`src/core/sula_pkg.sv`:
```
// Package of operation codes and lane constants for the unsigned lane ALU
package sula_pkg;

  // ---------------------------------------------------------------
  // Operation select codes
  // ---------------------------------------------------------------
  typedef enum logic [3:0] {
    SULA_OP_NONE          = 4'h0,
    SULA_OP_HADD_TWO      = 4'h1,
    SULA_OP_HADD_FOUR     = 4'h2,
    SULA_OP_HADD_SUB_EXCH = 4'h3,
    SULA_OP_HSUB_ADD_EXCH = 4'h4,
    SULA_OP_HSUB_TWO      = 4'h5,
    SULA_OP_HSUB_FOUR     = 4'h6,
    SULA_OP_SELECT        = 4'h7,
    SULA_OP_SAD           = 4'h8,
    SULA_OP_SAD_ACC       = 4'h9,
    SULA_OP_SUB_TWO       = 4'hA,
    SULA_OP_SUB_FOUR      = 4'hB
  } sula_op_t;

  // ---------------------------------------------------------------
  // Widths and reset values
  // ---------------------------------------------------------------
  localparam int          SULA_WORD_W    = 32;
  localparam int          SULA_HALF_W    = 16;
  localparam int          SULA_BYTE_W    = 8;
  localparam int          SULA_FLAG_W    = 4;
  localparam int          SULA_LATENCY   = 1;
  localparam logic [31:0] SULA_RESULT_RST = 32'h0000_0000;

endpackage

```
`src/core/sula_alu.sv`:
```
// Top of the unsigned lane ALU: operation decode and registered result
`timescale 1ns/1ps
module sula_alu (
  input  wire logic        i_clock,
  input  wire logic        i_rst,
  input  wire logic        i_valid,
  input  wire logic [3:0]  i_op,
  input  wire logic [31:0] i_first,
  input  wire logic [31:0] i_second,
  input  wire logic [31:0] i_accum,
  input  wire logic [3:0]  i_lane_compare_flags,
  output logic             o_valid,
  output logic      [31:0] o_result
);
  // ---------------------------------------------------------------
  // Helper functions
  // ---------------------------------------------------------------
  // Halve a 17-bit widened halfword sum or difference
  function automatic logic [15:0] halve16(input logic [15:0] a, input logic [15:0] b,
                                          input logic sub);
    logic [16:0] t;
    t = sub ? ({1'b0, a} - {1'b0, b}) : ({1'b0, a} + {1'b0, b});
    return t[16:1];
  endfunction

  // Absolute difference of two bytes
  function automatic logic [7:0] absdiff8(input logic [7:0] a, input logic [7:0] b);
    return (a >= b) ? (a - b) : (b - a);
  endfunction

  // ---------------------------------------------------------------
  // Lane datapath
  // ---------------------------------------------------------------
  sula_pkg::sula_op_t op;
  logic        is_sub;
  logic        is_byte;
  logic [31:0] lane_halved;
  logic [31:0] lane_plain;
  logic [31:0] sad_sum;
  logic [31:0] sel_word;
  logic [31:0] exch_word;
  logic [31:0] next_result;
  logic        next_valid;

  assign op      = sula_pkg::sula_op_t'(i_op);
  // Subtract and byte-lane mode decode
  assign is_sub  = (op == sula_pkg::SULA_OP_HSUB_TWO) || (op == sula_pkg::SULA_OP_HSUB_FOUR)
                || (op == sula_pkg::SULA_OP_SUB_TWO)  || (op == sula_pkg::SULA_OP_SUB_FOUR);
  assign is_byte = (op == sula_pkg::SULA_OP_HADD_FOUR) || (op == sula_pkg::SULA_OP_HSUB_FOUR)
                || (op == sula_pkg::SULA_OP_SUB_FOUR);

  sula_lane_arith i_sula_lane_arith (
    .i_first     (i_first),
    .i_second    (i_second),
    .i_sub       (is_sub),
    .i_byte_mode (is_byte),
    .o_halved    (lane_halved),
    .o_plain     (lane_plain)
  );

  // Exchange forms, sum of absolute differences and byte select
  always_comb begin
    if (op == sula_pkg::SULA_OP_HADD_SUB_EXCH) begin
      exch_word[31:16] = halve16(i_first[31:16], i_second[15:0], 1'b0);
      exch_word[15:0]  = halve16(i_first[15:0], i_second[31:16], 1'b1);
    end else begin
      exch_word[31:16] = halve16(i_first[31:16], i_second[15:0], 1'b1);
      exch_word[15:0]  = halve16(i_first[15:0], i_second[31:16], 1'b0);
    end
    sad_sum = 32'h0000_0000;
    for (int b = 0; b < 4; b++) begin
      sad_sum = sad_sum + {24'h00_0000, absdiff8(i_first[8*b +: 8], i_second[8*b +: 8])};
      sel_word[8*b +: 8] = i_lane_compare_flags[b] ? i_first[8*b +: 8]
                                                   : i_second[8*b +: 8];
    end
  end

  // Result selection; no flag output exists, so condition codes stay put
  always_comb begin
    next_valid = i_valid;
    case (op)
      sula_pkg::SULA_OP_HADD_TWO,
      sula_pkg::SULA_OP_HADD_FOUR,
      sula_pkg::SULA_OP_HSUB_TWO,
      sula_pkg::SULA_OP_HSUB_FOUR:     next_result = lane_halved;
      sula_pkg::SULA_OP_HADD_SUB_EXCH,
      sula_pkg::SULA_OP_HSUB_ADD_EXCH: next_result = exch_word;
      sula_pkg::SULA_OP_SELECT:        next_result = sel_word;
      sula_pkg::SULA_OP_SAD:           next_result = sad_sum;
      sula_pkg::SULA_OP_SAD_ACC:       next_result = sad_sum + i_accum;
      sula_pkg::SULA_OP_SUB_TWO,
      sula_pkg::SULA_OP_SUB_FOUR:      next_result = lane_plain;
      default: begin
        next_result = o_result;
        next_valid  = 1'b0;
      end
    endcase
    if (!i_valid) begin
      next_result = o_result;
    end
  end

  // Result register
  always_ff @(posedge i_clock) begin
    if (i_rst) begin
      o_result <= sula_pkg::SULA_RESULT_RST;
      o_valid  <= 1'b0;
    end else begin
      o_result <= next_result;
      o_valid  <= next_valid;
    end
  end

  // ---------------------------------------------------------------
  // Assertions
  // ---------------------------------------------------------------
  AST_HADD_TWO: assert property (@(posedge i_clock) disable iff (i_rst)
    i_valid && op == sula_pkg::SULA_OP_HADD_TWO |=> o_valid &&
    o_result[15:0] == 16'(({1'b0, $past(i_first[15:0])} + {1'b0, $past(i_second[15:0])}) >> 1))
    else $error("two-lane halving add low lane wrong");
  AST_HADD_FOUR: assert property (@(posedge i_clock) disable iff (i_rst)
    i_valid && op == sula_pkg::SULA_OP_HADD_FOUR |=>
    o_result[31:24] == 8'(({1'b0, $past(i_first[31:24])} + {1'b0, $past(i_second[31:24])}) >> 1))
    else $error("four-lane halving add top byte wrong");
  AST_ASX_HI: assert property (@(posedge i_clock) disable iff (i_rst)
    i_valid && op == sula_pkg::SULA_OP_HADD_SUB_EXCH |=>
    o_result[31:16] == 16'(({1'b0, $past(i_first[31:16])} + {1'b0, $past(i_second[15:0])}) >> 1))
    else $error("add-sub exchange high half wrong");
  AST_ASX_LO: assert property (@(posedge i_clock) disable iff (i_rst)
    i_valid && op == sula_pkg::SULA_OP_HADD_SUB_EXCH |=>
    o_result[15:0] == 16'(({1'b0, $past(i_first[15:0])} - {1'b0, $past(i_second[31:16])}) >> 1))
    else $error("add-sub exchange low half wrong");
  AST_SAX: assert property (@(posedge i_clock) disable iff (i_rst)
    i_valid && op == sula_pkg::SULA_OP_HSUB_ADD_EXCH |=>
    o_result[31:16] == 16'(({1'b0, $past(i_first[31:16])} - {1'b0, $past(i_second[15:0])}) >> 1)
    && o_result[15:0] == 16'(({1'b0, $past(i_first[15:0])} + {1'b0, $past(i_second[31:16])}) >> 1))
    else $error("sub-add exchange wrong");
  AST_HSUB_TWO: assert property (@(posedge i_clock) disable iff (i_rst)
    i_valid && op == sula_pkg::SULA_OP_HSUB_TWO |=>
    o_result[31:16] == 16'(({1'b0, $past(i_first[31:16])} - {1'b0, $past(i_second[31:16])}) >> 1))
    else $error("two-lane halving subtract wrong");
  AST_SELECT: assert property (@(posedge i_clock) disable iff (i_rst)
    i_valid && op == sula_pkg::SULA_OP_SELECT && i_lane_compare_flags[0] |=>
    o_result[7:0] == $past(i_first[7:0]))
    else $error("set flag did not pick first operand byte");
  AST_SAD_ACC: assert property (@(posedge i_clock) disable iff (i_rst)
    i_valid && op == sula_pkg::SULA_OP_SAD_ACC && i_first == i_second |=>
    o_result == $past(i_accum))
    else $error("accumulate with zero differences wrong");
  AST_SUB_FOUR: assert property (@(posedge i_clock) disable iff (i_rst)
    i_valid && op == sula_pkg::SULA_OP_SUB_FOUR |=>
    o_result[7:0] == 8'($past(i_first[7:0]) - $past(i_second[7:0])))
    else $error("four-lane subtract wrong");
  AST_IDLE_HOLD: assert property (@(posedge i_clock) disable iff (i_rst)
    !i_valid |=> !o_valid && $stable(o_result))
    else $error("result changed without a request");

  // ---------------------------------------------------------------
  // Further lane checks
  // ---------------------------------------------------------------
  // Upper halfword of the two-lane halving add
  AST_HADD_TWO_HI: assert property (@(posedge i_clock) disable iff (i_rst)
    i_valid && op == sula_pkg::SULA_OP_HADD_TWO |=>
    o_result[31:16] == 16'(({1'b0, $past(i_first[31:16])} + {1'b0, $past(i_second[31:16])}) >> 1))
    else $error("two-lane halving add high lane wrong");

  // Lowest byte of the four-lane halving add
  AST_HADD_FOUR_LO: assert property (@(posedge i_clock) disable iff (i_rst)
    i_valid && op == sula_pkg::SULA_OP_HADD_FOUR |=>
    o_result[7:0] == 8'(({1'b0, $past(i_first[7:0])} + {1'b0, $past(i_second[7:0])}) >> 1))
    else $error("four-lane halving add low byte wrong");

  // Carry of the top byte sum lands in bit 31
  AST_CARRY_TOP: assert property (@(posedge i_clock) disable iff (i_rst)
    i_valid && op == sula_pkg::SULA_OP_HADD_FOUR |=>
    o_result[31] == (({1'b0, $past(i_first[31:24])} + {1'b0, $past(i_second[31:24])}) >= 9'h100))
    else $error("halving add lost its carry bit");

  // Borrow of the low byte difference lands in bit 7
  AST_BORROW_LO: assert property (@(posedge i_clock) disable iff (i_rst)
    i_valid && op == sula_pkg::SULA_OP_HSUB_FOUR |=>
    o_result[7] == ($past(i_first[7:0]) < $past(i_second[7:0])))
    else $error("halving subtract lost its borrow bit");

  // Lower halfword of the two-lane halving subtract
  AST_HSUB_TWO_LO: assert property (@(posedge i_clock) disable iff (i_rst)
    i_valid && op == sula_pkg::SULA_OP_HSUB_TWO |=>
    o_result[15:0] == 16'(({1'b0, $past(i_first[15:0])} - {1'b0, $past(i_second[15:0])}) >> 1))
    else $error("two-lane halving subtract low lane wrong");

  // Second byte of the four-lane halving subtract
  AST_HSUB_FOUR: assert property (@(posedge i_clock) disable iff (i_rst)
    i_valid && op == sula_pkg::SULA_OP_HSUB_FOUR |=>
    o_result[15:8] == 8'(({1'b0, $past(i_first[15:8])} - {1'b0, $past(i_second[15:8])}) >> 1))
    else $error("four-lane halving subtract wrong");

  // Clear flag takes the second operand byte
  AST_SELECT_CLR: assert property (@(posedge i_clock) disable iff (i_rst)
    i_valid && op == sula_pkg::SULA_OP_SELECT && !i_lane_compare_flags[3] |=>
    o_result[31:24] == $past(i_second[31:24]))
    else $error("clear flag did not pick second operand byte");

  // All flags set pass the first operand whole
  AST_SELECT_ALL: assert property (@(posedge i_clock) disable iff (i_rst)
    i_valid && op == sula_pkg::SULA_OP_SELECT && i_lane_compare_flags == 4'hF |=>
    o_result == $past(i_first))
    else $error("all flags set did not pass first operand");

  // Zero first operand makes each difference the second operand byte
  AST_SAD: assert property (@(posedge i_clock) disable iff (i_rst)
    i_valid && op == sula_pkg::SULA_OP_SAD && i_first == 32'h0000_0000 |=>
    o_result == 32'($past(i_second[31:24])) + 32'($past(i_second[23:16]))
              + 32'($past(i_second[15:8])) + 32'($past(i_second[7:0])))
    else $error("sum of absolute differences wrong");

  // Upper halfword of the two-lane subtract
  AST_SUB_TWO: assert property (@(posedge i_clock) disable iff (i_rst)
    i_valid && op == sula_pkg::SULA_OP_SUB_TWO |=>
    o_result[31:16] == 16'($past(i_first[31:16]) - $past(i_second[31:16])))
    else $error("two-lane subtract wrong");

  // Refused codes keep the result and raise no valid
  AST_REFUSE: assert property (@(posedge i_clock) disable iff (i_rst)
    i_valid && (op == sula_pkg::SULA_OP_NONE || i_op > sula_pkg::SULA_OP_SUB_FOUR) |=>
    !o_valid && $stable(o_result))
    else $error("refused code changed the result");

  COV_HADD: cover property (@(posedge i_clock) i_valid && op == sula_pkg::SULA_OP_HADD_TWO);
  COV_SEL:  cover property (@(posedge i_clock) i_valid && op == sula_pkg::SULA_OP_SELECT);
  COV_SADA: cover property (@(posedge i_clock) i_valid && op == sula_pkg::SULA_OP_SAD_ACC);
  COV_EXCH: cover property (@(posedge i_clock) i_valid && op == sula_pkg::SULA_OP_HSUB_ADD_EXCH);
  COV_NOOP: cover property (@(posedge i_clock) i_valid && op == sula_pkg::SULA_OP_NONE);
endmodule

```
`src/core/sula_lane_arith.sv`:
```
// Lane arithmetic: halving add/sub on halfwords and bytes, with carry bit
`timescale 1ns/1ps
module sula_lane_arith (
  input  wire logic [31:0] i_first,
  input  wire logic [31:0] i_second,
  input  wire logic        i_sub,
  input  wire logic        i_byte_mode,
  output logic      [31:0] o_halved,
  output logic      [31:0] o_plain
);
  // ---------------------------------------------------------------
  // Per-lane 9 and 17 bit arithmetic
  // ---------------------------------------------------------------
  logic [16:0] h_res [2];
  logic [8:0]  b_res [4];

  // Widened lane sums/differences, top bit keeps carry or borrow
  always_comb begin
    for (int h = 0; h < 2; h++) begin
      h_res[h] = i_sub ? ({1'b0, i_first[16*h +: 16]} - {1'b0, i_second[16*h +: 16]})
                       : ({1'b0, i_first[16*h +: 16]} + {1'b0, i_second[16*h +: 16]});
    end
    for (int b = 0; b < 4; b++) begin
      b_res[b] = i_sub ? ({1'b0, i_first[8*b +: 8]} - {1'b0, i_second[8*b +: 8]})
                       : ({1'b0, i_first[8*b +: 8]} + {1'b0, i_second[8*b +: 8]});
    end
  end

  // Shift right one bit per lane, or keep low bits for plain subtract
  always_comb begin
    if (i_byte_mode) begin
      for (int b = 0; b < 4; b++) begin
        o_halved[8*b +: 8] = b_res[b][8:1];
        o_plain[8*b +: 8]  = b_res[b][7:0];
      end
    end else begin
      for (int h = 0; h < 2; h++) begin
        o_halved[16*h +: 16] = h_res[h][16:1];
        o_plain[16*h +: 16]  = h_res[h][15:0];
      end
    end
  end
endmodule

```
`config.mk`:
```
export PLATFORM = sky130hd
export DESIGN_NAME = sula_alu
export DESIGN_NICKNAME = d
export VERILOG_FILES = /design/src/core/sula_pkg.sv /design/src/core/sula_alu.sv /design/src/core/sula_lane_arith.sv
export SDC_FILE = /design/constraint.sdc
export NUM_CORES = 1
export LEC_CHECK = 0
export BUFFER_PORTS_ARGS = -buffer_cell sky130_fd_sc_hd__buf_2
export CORE_MARGIN = 10
export CORE_UTILIZATION = 50
export CTS_CLUSTER_DIAMETER = 40
export DETAILED_ROUTE_END_ITERATION = 16
export GPL_ROUTABILITY_DRIVEN = 0
export PLACE_DENSITY_LB_ADDON = 0.05
export SYNTH_ARGS = -nofsm -noshare
export SYNTH_HDL_FRONTEND = slang
export SYNTH_SLANG_ARGS = --single-unit
export TNS_END_PERCENT = 100
```
`constraint.sdc`:
```
create_clock -name i_clock -period 11.3 [get_ports i_clock]
set_clock_uncertainty 0.15 [all_clocks]
set_input_delay 0 -clock i_clock [delete_from_list [all_inputs] [get_ports i_clock]]
set_output_delay 0 -clock i_clock [all_outputs]
set_load 0.01 [all_outputs]
```
* Word level (Yosys, flattened, before mapping) *
Cells that the tools add are included.

word-level totals
  output and inout port bits = 33
  bits in registers = 33
  word-level logic and storage cells = 76

cells by class
  equality and inequality tests = 11
  $lt $le $gt $ge = 4
  mux-type cells = 18
  add/sub/neg operators = 28
  reductions and logical operators = 12
  bitwise operators = 1

operator list
  kind                                                              number
  32-bit one-hot mux with 6 select lines                            1
  32-bit two-way mux                                                3
  16-bit by 16-bit adder with 17-bit output                         4
  16-bit by 16-bit subtractor with 17-bit output                    4
  8-bit two-way mux                                                 8
  8-bit subtractor                                                  8
  8-bit by 8-bit adder with 9-bit output                            5
  9-bit two-way mux                                                 4
  8-bit by 8-bit subtractor with 9-bit output                       4
  17-bit two-way mux                                                2
  11-bit by 32-bit adder with 32-bit output                         1
  8-bit greater-or-equal comparator                                 4
  4-bit by 3-bit == test with 1-bit output (second input constant)  4
  4-bit == test (second input constant)                             4
  10-bit by 8-bit adder with 11-bit output                          1
  11-bit OR reduction                                               1
  9-bit by 8-bit adder with 10-bit output                           1
  4-bit by 2-bit == test with 1-bit output (second input constant)  2
  6-bit nonzero test                                                1
  2-bit OR reduction                                                3
  1-bit logical OR                                                  5
  4-bit by 1-bit == test with 1-bit output (second input constant)  1
  4-bit OR reduction                                                1
  2-bit AND reduction                                               1
  1-bit inverter                                                    1

* Depth between registers and ports, before layout *
  word-level depth = 7
  gate-level depth with buffers = 32
  depth with buffers taken out = 32

* Modules after synthesis *
From an unflattened synthesis, not the netlist that was laid out.

unflattened totals
  cells, all modules = 1,660
  area, all modules = 12,007.8 µm²

modules (own cells, without submodules)
  module           sequential area each (µm²)  area an instance (µm²)  cells an instance  times used
  sula_alu         660.6                       8,466.9                 1,160              1
  sula_lane_arith  0.0                         3,540.9                 500                1

* Least setup slack after synthesis *
No wires, ideal clock.

  kind = in2reg
  start point = in i_first[12]
  end point = reg o_result[15]
  arrival time = 6.157 ns
  path slack = 4.876 ns
  stages on the path = 28
  buffers on the path = 0
  path through = inv_1 -> ha_1 -> a21o_1 -> a21o_1 -> a221oi_1 -> o21bai_1 -> mux2i_1 -> xnor2_1 -> fa_1 -> inv_1 -> fa_1 -> inv_1 -> ha_1 -> a21o_1 -> a21oi_1 -> nand2b_1 -> a21oi_1 -> nor2_1 -> xnor2_1 -> ha_1 -> a2111o_1 -> o2111ai_1 -> a21boi_1 -> o21ai_1 -> xor2_1 -> o221ai_1 -> a211o_1 -> a32o_1

on the way
  longest elaborated chain between the ends = 7
  elaborated cells on any way between the ends = 20
  classes of those cells = add/sub: 12; order compare: 1; mux: 7

RTL lines
  what                                                                          line             RTL
  start, declared                                                               sula_alu.sv:8    input wire logic [31:0] i_first,
  8-bit subtractor / 8-bit greater-or-equal comparator (equally long branches)  sula_alu.sv:28   return (a >= b) ? (a - b) : (b - a);
  8-bit two-way mux                                                             sula_alu.sv:28
  8-bit by 8-bit adder with 9-bit output                                        sula_alu.sv:72   sad_sum = sad_sum + {24'h00_0000, absdiff8(i_first[8*b +: 8], i_second[8*b +: 8])};
  9-bit by 8-bit adder with 10-bit output                                       sula_alu.sv:72
  10-bit by 8-bit adder with 11-bit output                                      sula_alu.sv:72
  11-bit by 32-bit adder with 32-bit output                                     sula_alu.sv:90   sula_pkg::SULA_OP_SAD_ACC: next_result = sad_sum + i_accum;
  32-bit one-hot mux with 6 select lines *                                      sula_alu.sv:81   case (op)
  end signal, assigned                                                          sula_alu.sv:106  o_result <= sula_pkg::SULA_RESULT_RST;
  end signal, assigned                                                          sula_alu.sv:109  o_result <= next_result;
  end, declared                                                                 sula_alu.sv:13   output logic [31:0] o_result

Mark *: on every way between the ends. The rest lies on a longest branch, timed or not.
A chain may end at the register's enable or synchronous reset.

* Final worst setup path *
  start point = in i_first[9]
  end point = reg o_result[26]

on the way
  longest elaborated chain between the ends = 7
  elaborated cells on any way between the ends = 9
  classes of those cells = add/sub: 6; order compare: 1; mux: 2

RTL lines
  what                                                                          line
  8-bit subtractor / 8-bit greater-or-equal comparator (equally long branches)  sula_alu.sv:28
  8-bit two-way mux *                                                           sula_alu.sv:28
  8-bit by 8-bit adder with 9-bit output *                                      sula_alu.sv:72
  9-bit by 8-bit adder with 10-bit output *                                     sula_alu.sv:72
  10-bit by 8-bit adder with 11-bit output *                                    sula_alu.sv:72
  11-bit by 32-bit adder with 32-bit output *                                   sula_alu.sv:90
  32-bit one-hot mux with 6 select lines *                                      sula_alu.sv:81

Marked as above.

==> metrics.json <==
{
  "outcome": {"value": "complete, but fails checks"},
  "failed_checks": {"value": "hold timing"},
  "path_class": {"value": "in2reg"},
  "post-dp-hpwl": {"value": 39080, "unit": "um"},
  "area.growth.synth_to_final": {"value": 9.687, "unit": "%"},
  "worst_slew_margin_rel": {"value": 13.55, "unit": "%"},
  "dpl_cell_area": {"value": 12970, "unit": "sq um"},
  "grt_pass1_wl": {"value": 71640, "unit": "um"},
  "ctsLongestPathBuffers": {"value": 2},
  "worst_setup_path_startpoint": {"value": "i_first[9]"},
  "dominant_combinational_cell_family_by_area_after_synthesis": {"value": "compound AO/OA/AOI/OAI gates"},
  "num_antenna_cells": {"value": 0},
  "syn_area_per_cell": {"value": 7.291, "unit": "sq um"},
  "nets": {"value": 2048},
  "timing_worst_slew_pin_value": {"value": 1292, "unit": "ps"},
  "cts_inserted_buffers": {"value": 5},
  "syn_area": {"value": 11990, "unit": "sq um"},
  "routed-via-count": {"value": 13050},
  "synth_mux_area_share": {"value": 5.699, "unit": "%"},
  "yosys_register_bits": {"value": 33},
  "cpMaxStageDelayCell": {"value": "o21bai_1"},
  "grt_antenna_before_repair": {"value": 0},
  "post_synth_fa_ha_maj_area_fraction": {"value": 22.67, "unit": "%"},
  "drt-pass1-iter-count": {"value": 7},
  "i_o_pins": {"value": 140},
  "cts-root-buf": {"value": "clkbuf_16"},
  "finalHoldViolCount": {"value": 1},
  "r2r-start": {"value": "o_result[24]$_SDFFE_PP0P_"},
  "yosysUniqueCellTypes": {"value": 81},
  "postSynthNetCount": {"value": 1949},
  "timing.hold.worst.start": {"value": "i_accum[20]"},
  "numPlacedInstances": {"value": 2052},
  "drv_slew": {"value": 0},
  "post_route_cells_drive_above_1_share": {"value": 10.56, "unit": "%"},
  "die_area": {"value": 30570, "unit": "sq um"},
  "worstSetupStartpointType": {"value": "input pin"},
  "routed_wirelength": {"value": 47510, "unit": "um"},
  "synth_compound_gate_area_share": {"value": 28.39, "unit": "%"},
  "core_region_area": {"value": 23540, "unit": "sq um"},
  "drv.max_cap_violation_count": {"value": 0},
  "setup_viol_count_final": {"value": 0},
  "post_place_setup_slack": {"value": 3715, "unit": "ps"},
  "grt_max_degree": {"value": 33},
  "synth_edf_count": {"value": 0},
  "period_minus_slack": {"value": 7397, "unit": "ps"},
  "yosys.area_share.xor_xnor": {"value": 13.15, "unit": "%"},
  "stdcell_area": {"value": 13150, "unit": "sq um"},
  "cts_setup_buffers": {"value": 0},
  "cp_common_cell": {"value": "inv_1"},
  "post-route-period-util": {"value": 65.46, "unit": "%"},
  "leakagePower": {"value": 6.143, "unit": "nW"},
  "grt_overflow_total": {"value": 0},
  "cts.sinks": {"value": 33},
  "placement_rows": {"value": 56},
  "vdd.ir_drop.worst": {"value": 0.1915, "unit": "mV"},
  "finalCoreUtilization": {"value": 55.85, "unit": "%"},
  "async_flop_share": {"value": 0, "unit": "%"},
  "syn_inst": {"value": 1644},
  "clk_latency": {"value": 290, "unit": "ps"},
  "io_buffer_count": {"value": 139},
  "yosys-top-cells-area": {"value": "ha_1 17%, xnor2_1 10%, a21oi_1 5.7%, dfxtp_1 5.5%, fa_1 5.3%"},
  "netlist_top_cells_count": {"value": "166 x ha_1, 142 x nor2_1, 138 x xnor2_1"},
  "worst_slack": {"value": 3903, "unit": "ps"},
  "endpoint_kind": {"value": "flip-flop"},
  "antenna_left": {"value": 0},
  "drtIter0Drc": {"value": 1261},
  "initial_utilization": {"value": 50.91, "unit": "%"},
  "drc_errors": {"value": 0},
  "rsz0062_at_grt": {"value": "no"},
  "yosys.cell_count.top_type": {"value": "ha_1"},
  "fin_tns_setup": {"value": 0, "unit": "ps"},
  "synth_simple_gate_area_share": {"value": 18.28, "unit": "%"},
  "report.power.total": {"value": 2.403, "unit": "mW"},
  "synth_ff_type": {"value": "dfxtp_1"},
  "htree_num_levels": {"value": 2},
  "via_density": {"value": 6.331},
  "max_clock_freq": {"value": 0.1352, "unit": "GHz"},
  "yosysTopAreaCell": {"value": "ha_1"},
  "wire_per_inst": {"value": 23.04, "unit": "um"},
  "cts_tree": {"value": "done"},
  "highest_net_fanout_along_the_worst_path": {"value": 8},
  "synth_seq_area_share": {"value": 5.511, "unit": "%"},
  "grt_use_total": {"value": 29.44, "unit": "%"},
  "fin_worst_hold_slack": {"value": -1.708, "unit": "ps"},
  "yosysTopAreaCellShare": {"value": 17.33, "unit": "%"},
  "die_width": {"value": 174.8, "unit": "um"},
  "power-per-cell-area": {"value": 182.8, "unit": "nW/um^2"},
  "die_h": {"value": 174.8, "unit": "um"},
  "fin_cells": {"value": 2062},
  "timing.critical_path.arrival": {"value": 7420, "unit": "ps"},
  "fillCellCount": {"value": 2356},
  "critPathRequiredTime": {"value": 11320, "unit": "ps"},
  "first_global_vias": {"value": 12680},
  "worstHoldPathType": {"value": "in2reg"},
  "clkSlewWorstSetupHoldPaths": {"value": 60, "unit": "ps"},
  "worst_path_largest_cell_delay": {"value": 610, "unit": "ps"},
  "ys.warnings.count": {"value": 0}
}
## worst max-delay path: cells and delay by family
kind,cells,cell delay [ps]
AOI/OAI and AO/OA,12,3020
adders and majority gates,6,2310
and+or+nand+nor,4,960
buffers and inverters,5,530
muxes,1,440
xor gates and xnor gates,1,160
## cells by family (layout without fill, tap and decap cells)
logic type,after synthesis,after routing
XOR/XNOR,180,180
flip-flops,33,33
AO/OA/AOI/OAI,503,503
multiplexers,67,67
buffers and inverters,200,299
adder cells (fa/ha/maj),198,198
AND/OR/NAND/NOR,463,463
## what timing repair did
item | in CTS | in global routing
setup endpoints to repair | 0 | 0
gates resized for setup | 0 | 0
hold buffers | 3 | 0
hold endpoints to repair | 3 | 0
## worst paths after layout
check / end / slack (ps) / depth (start not counted)
setup / recovery: o_result[26]$_SDFFE_PP0P_ / 3900 / 29
hold / removal: o_result[20]$_SDFFE_PP0P_ / -2 / 4
setup reg to reg: o_result[24]$_SDFFE_PP0P_ / 10000 / 5
hold reg to reg: o_result[19]$_SDFFE_PP0P_ / 310 / 2
## per-layer routing
| layer | vias up | share of wire [%] | GRT usage (%) |
|---|---|---|---|
| met1 | 6163 | 42 | 37.95 |
| li1 | 6137 | - | - |
| met4 | 0 | 3.5 | 10.56 |
| met3 | 113 | 8.1 | 3.600 |
| met2 | 641 | 46 | 49.32 |
| met5 | - | 0 | 0 |
## layout make-up
cell class	instances	area, sq um	share of cell area [%]
clock buffer	7	142.6	1.085
inverter	134	503.0	3.826
multi-input combinational	1411	10600	80.60
sequential	33	660.6	5.025
tap	319	399.1	3.036
timing repair buffer	158	845.8	6.433
## layout by cell type (no fill, tap or decap), types with 15 or more instances in the layout
master    count
o211ai_1     23
o21bai_1     21
ha_1        166
nand3_1      38
nor2b_1      22
a211oi_1     18
buf_2       139
a221oi_1     25
dfxtp_1      33
buf_4        16
o21ai_1      39
fa_1         32
nor3_1       32
o221ai_1     21
xnor2_1     138
xor2_1       42
nand2_1     123
o21ai_0      51
mux2i_1      57
inv_1       126
a21o_1       44
nor2_1      142
a21oi_1     136
nand4_1      15
nand2b_1     25
## flip-flops by register name (all words and copies together) (netlist names)
| name | count |
|---|---|
| o_result | 32 |
| o_valid | 1 |
## power breakdown
part / switching [mW] / internal [mW]
clock: 0.0615 / 0.0870
sequential: 0.0119 / 0.130
combinational: 1.28 / 0.835
Power figures use the tool's default switching activity.
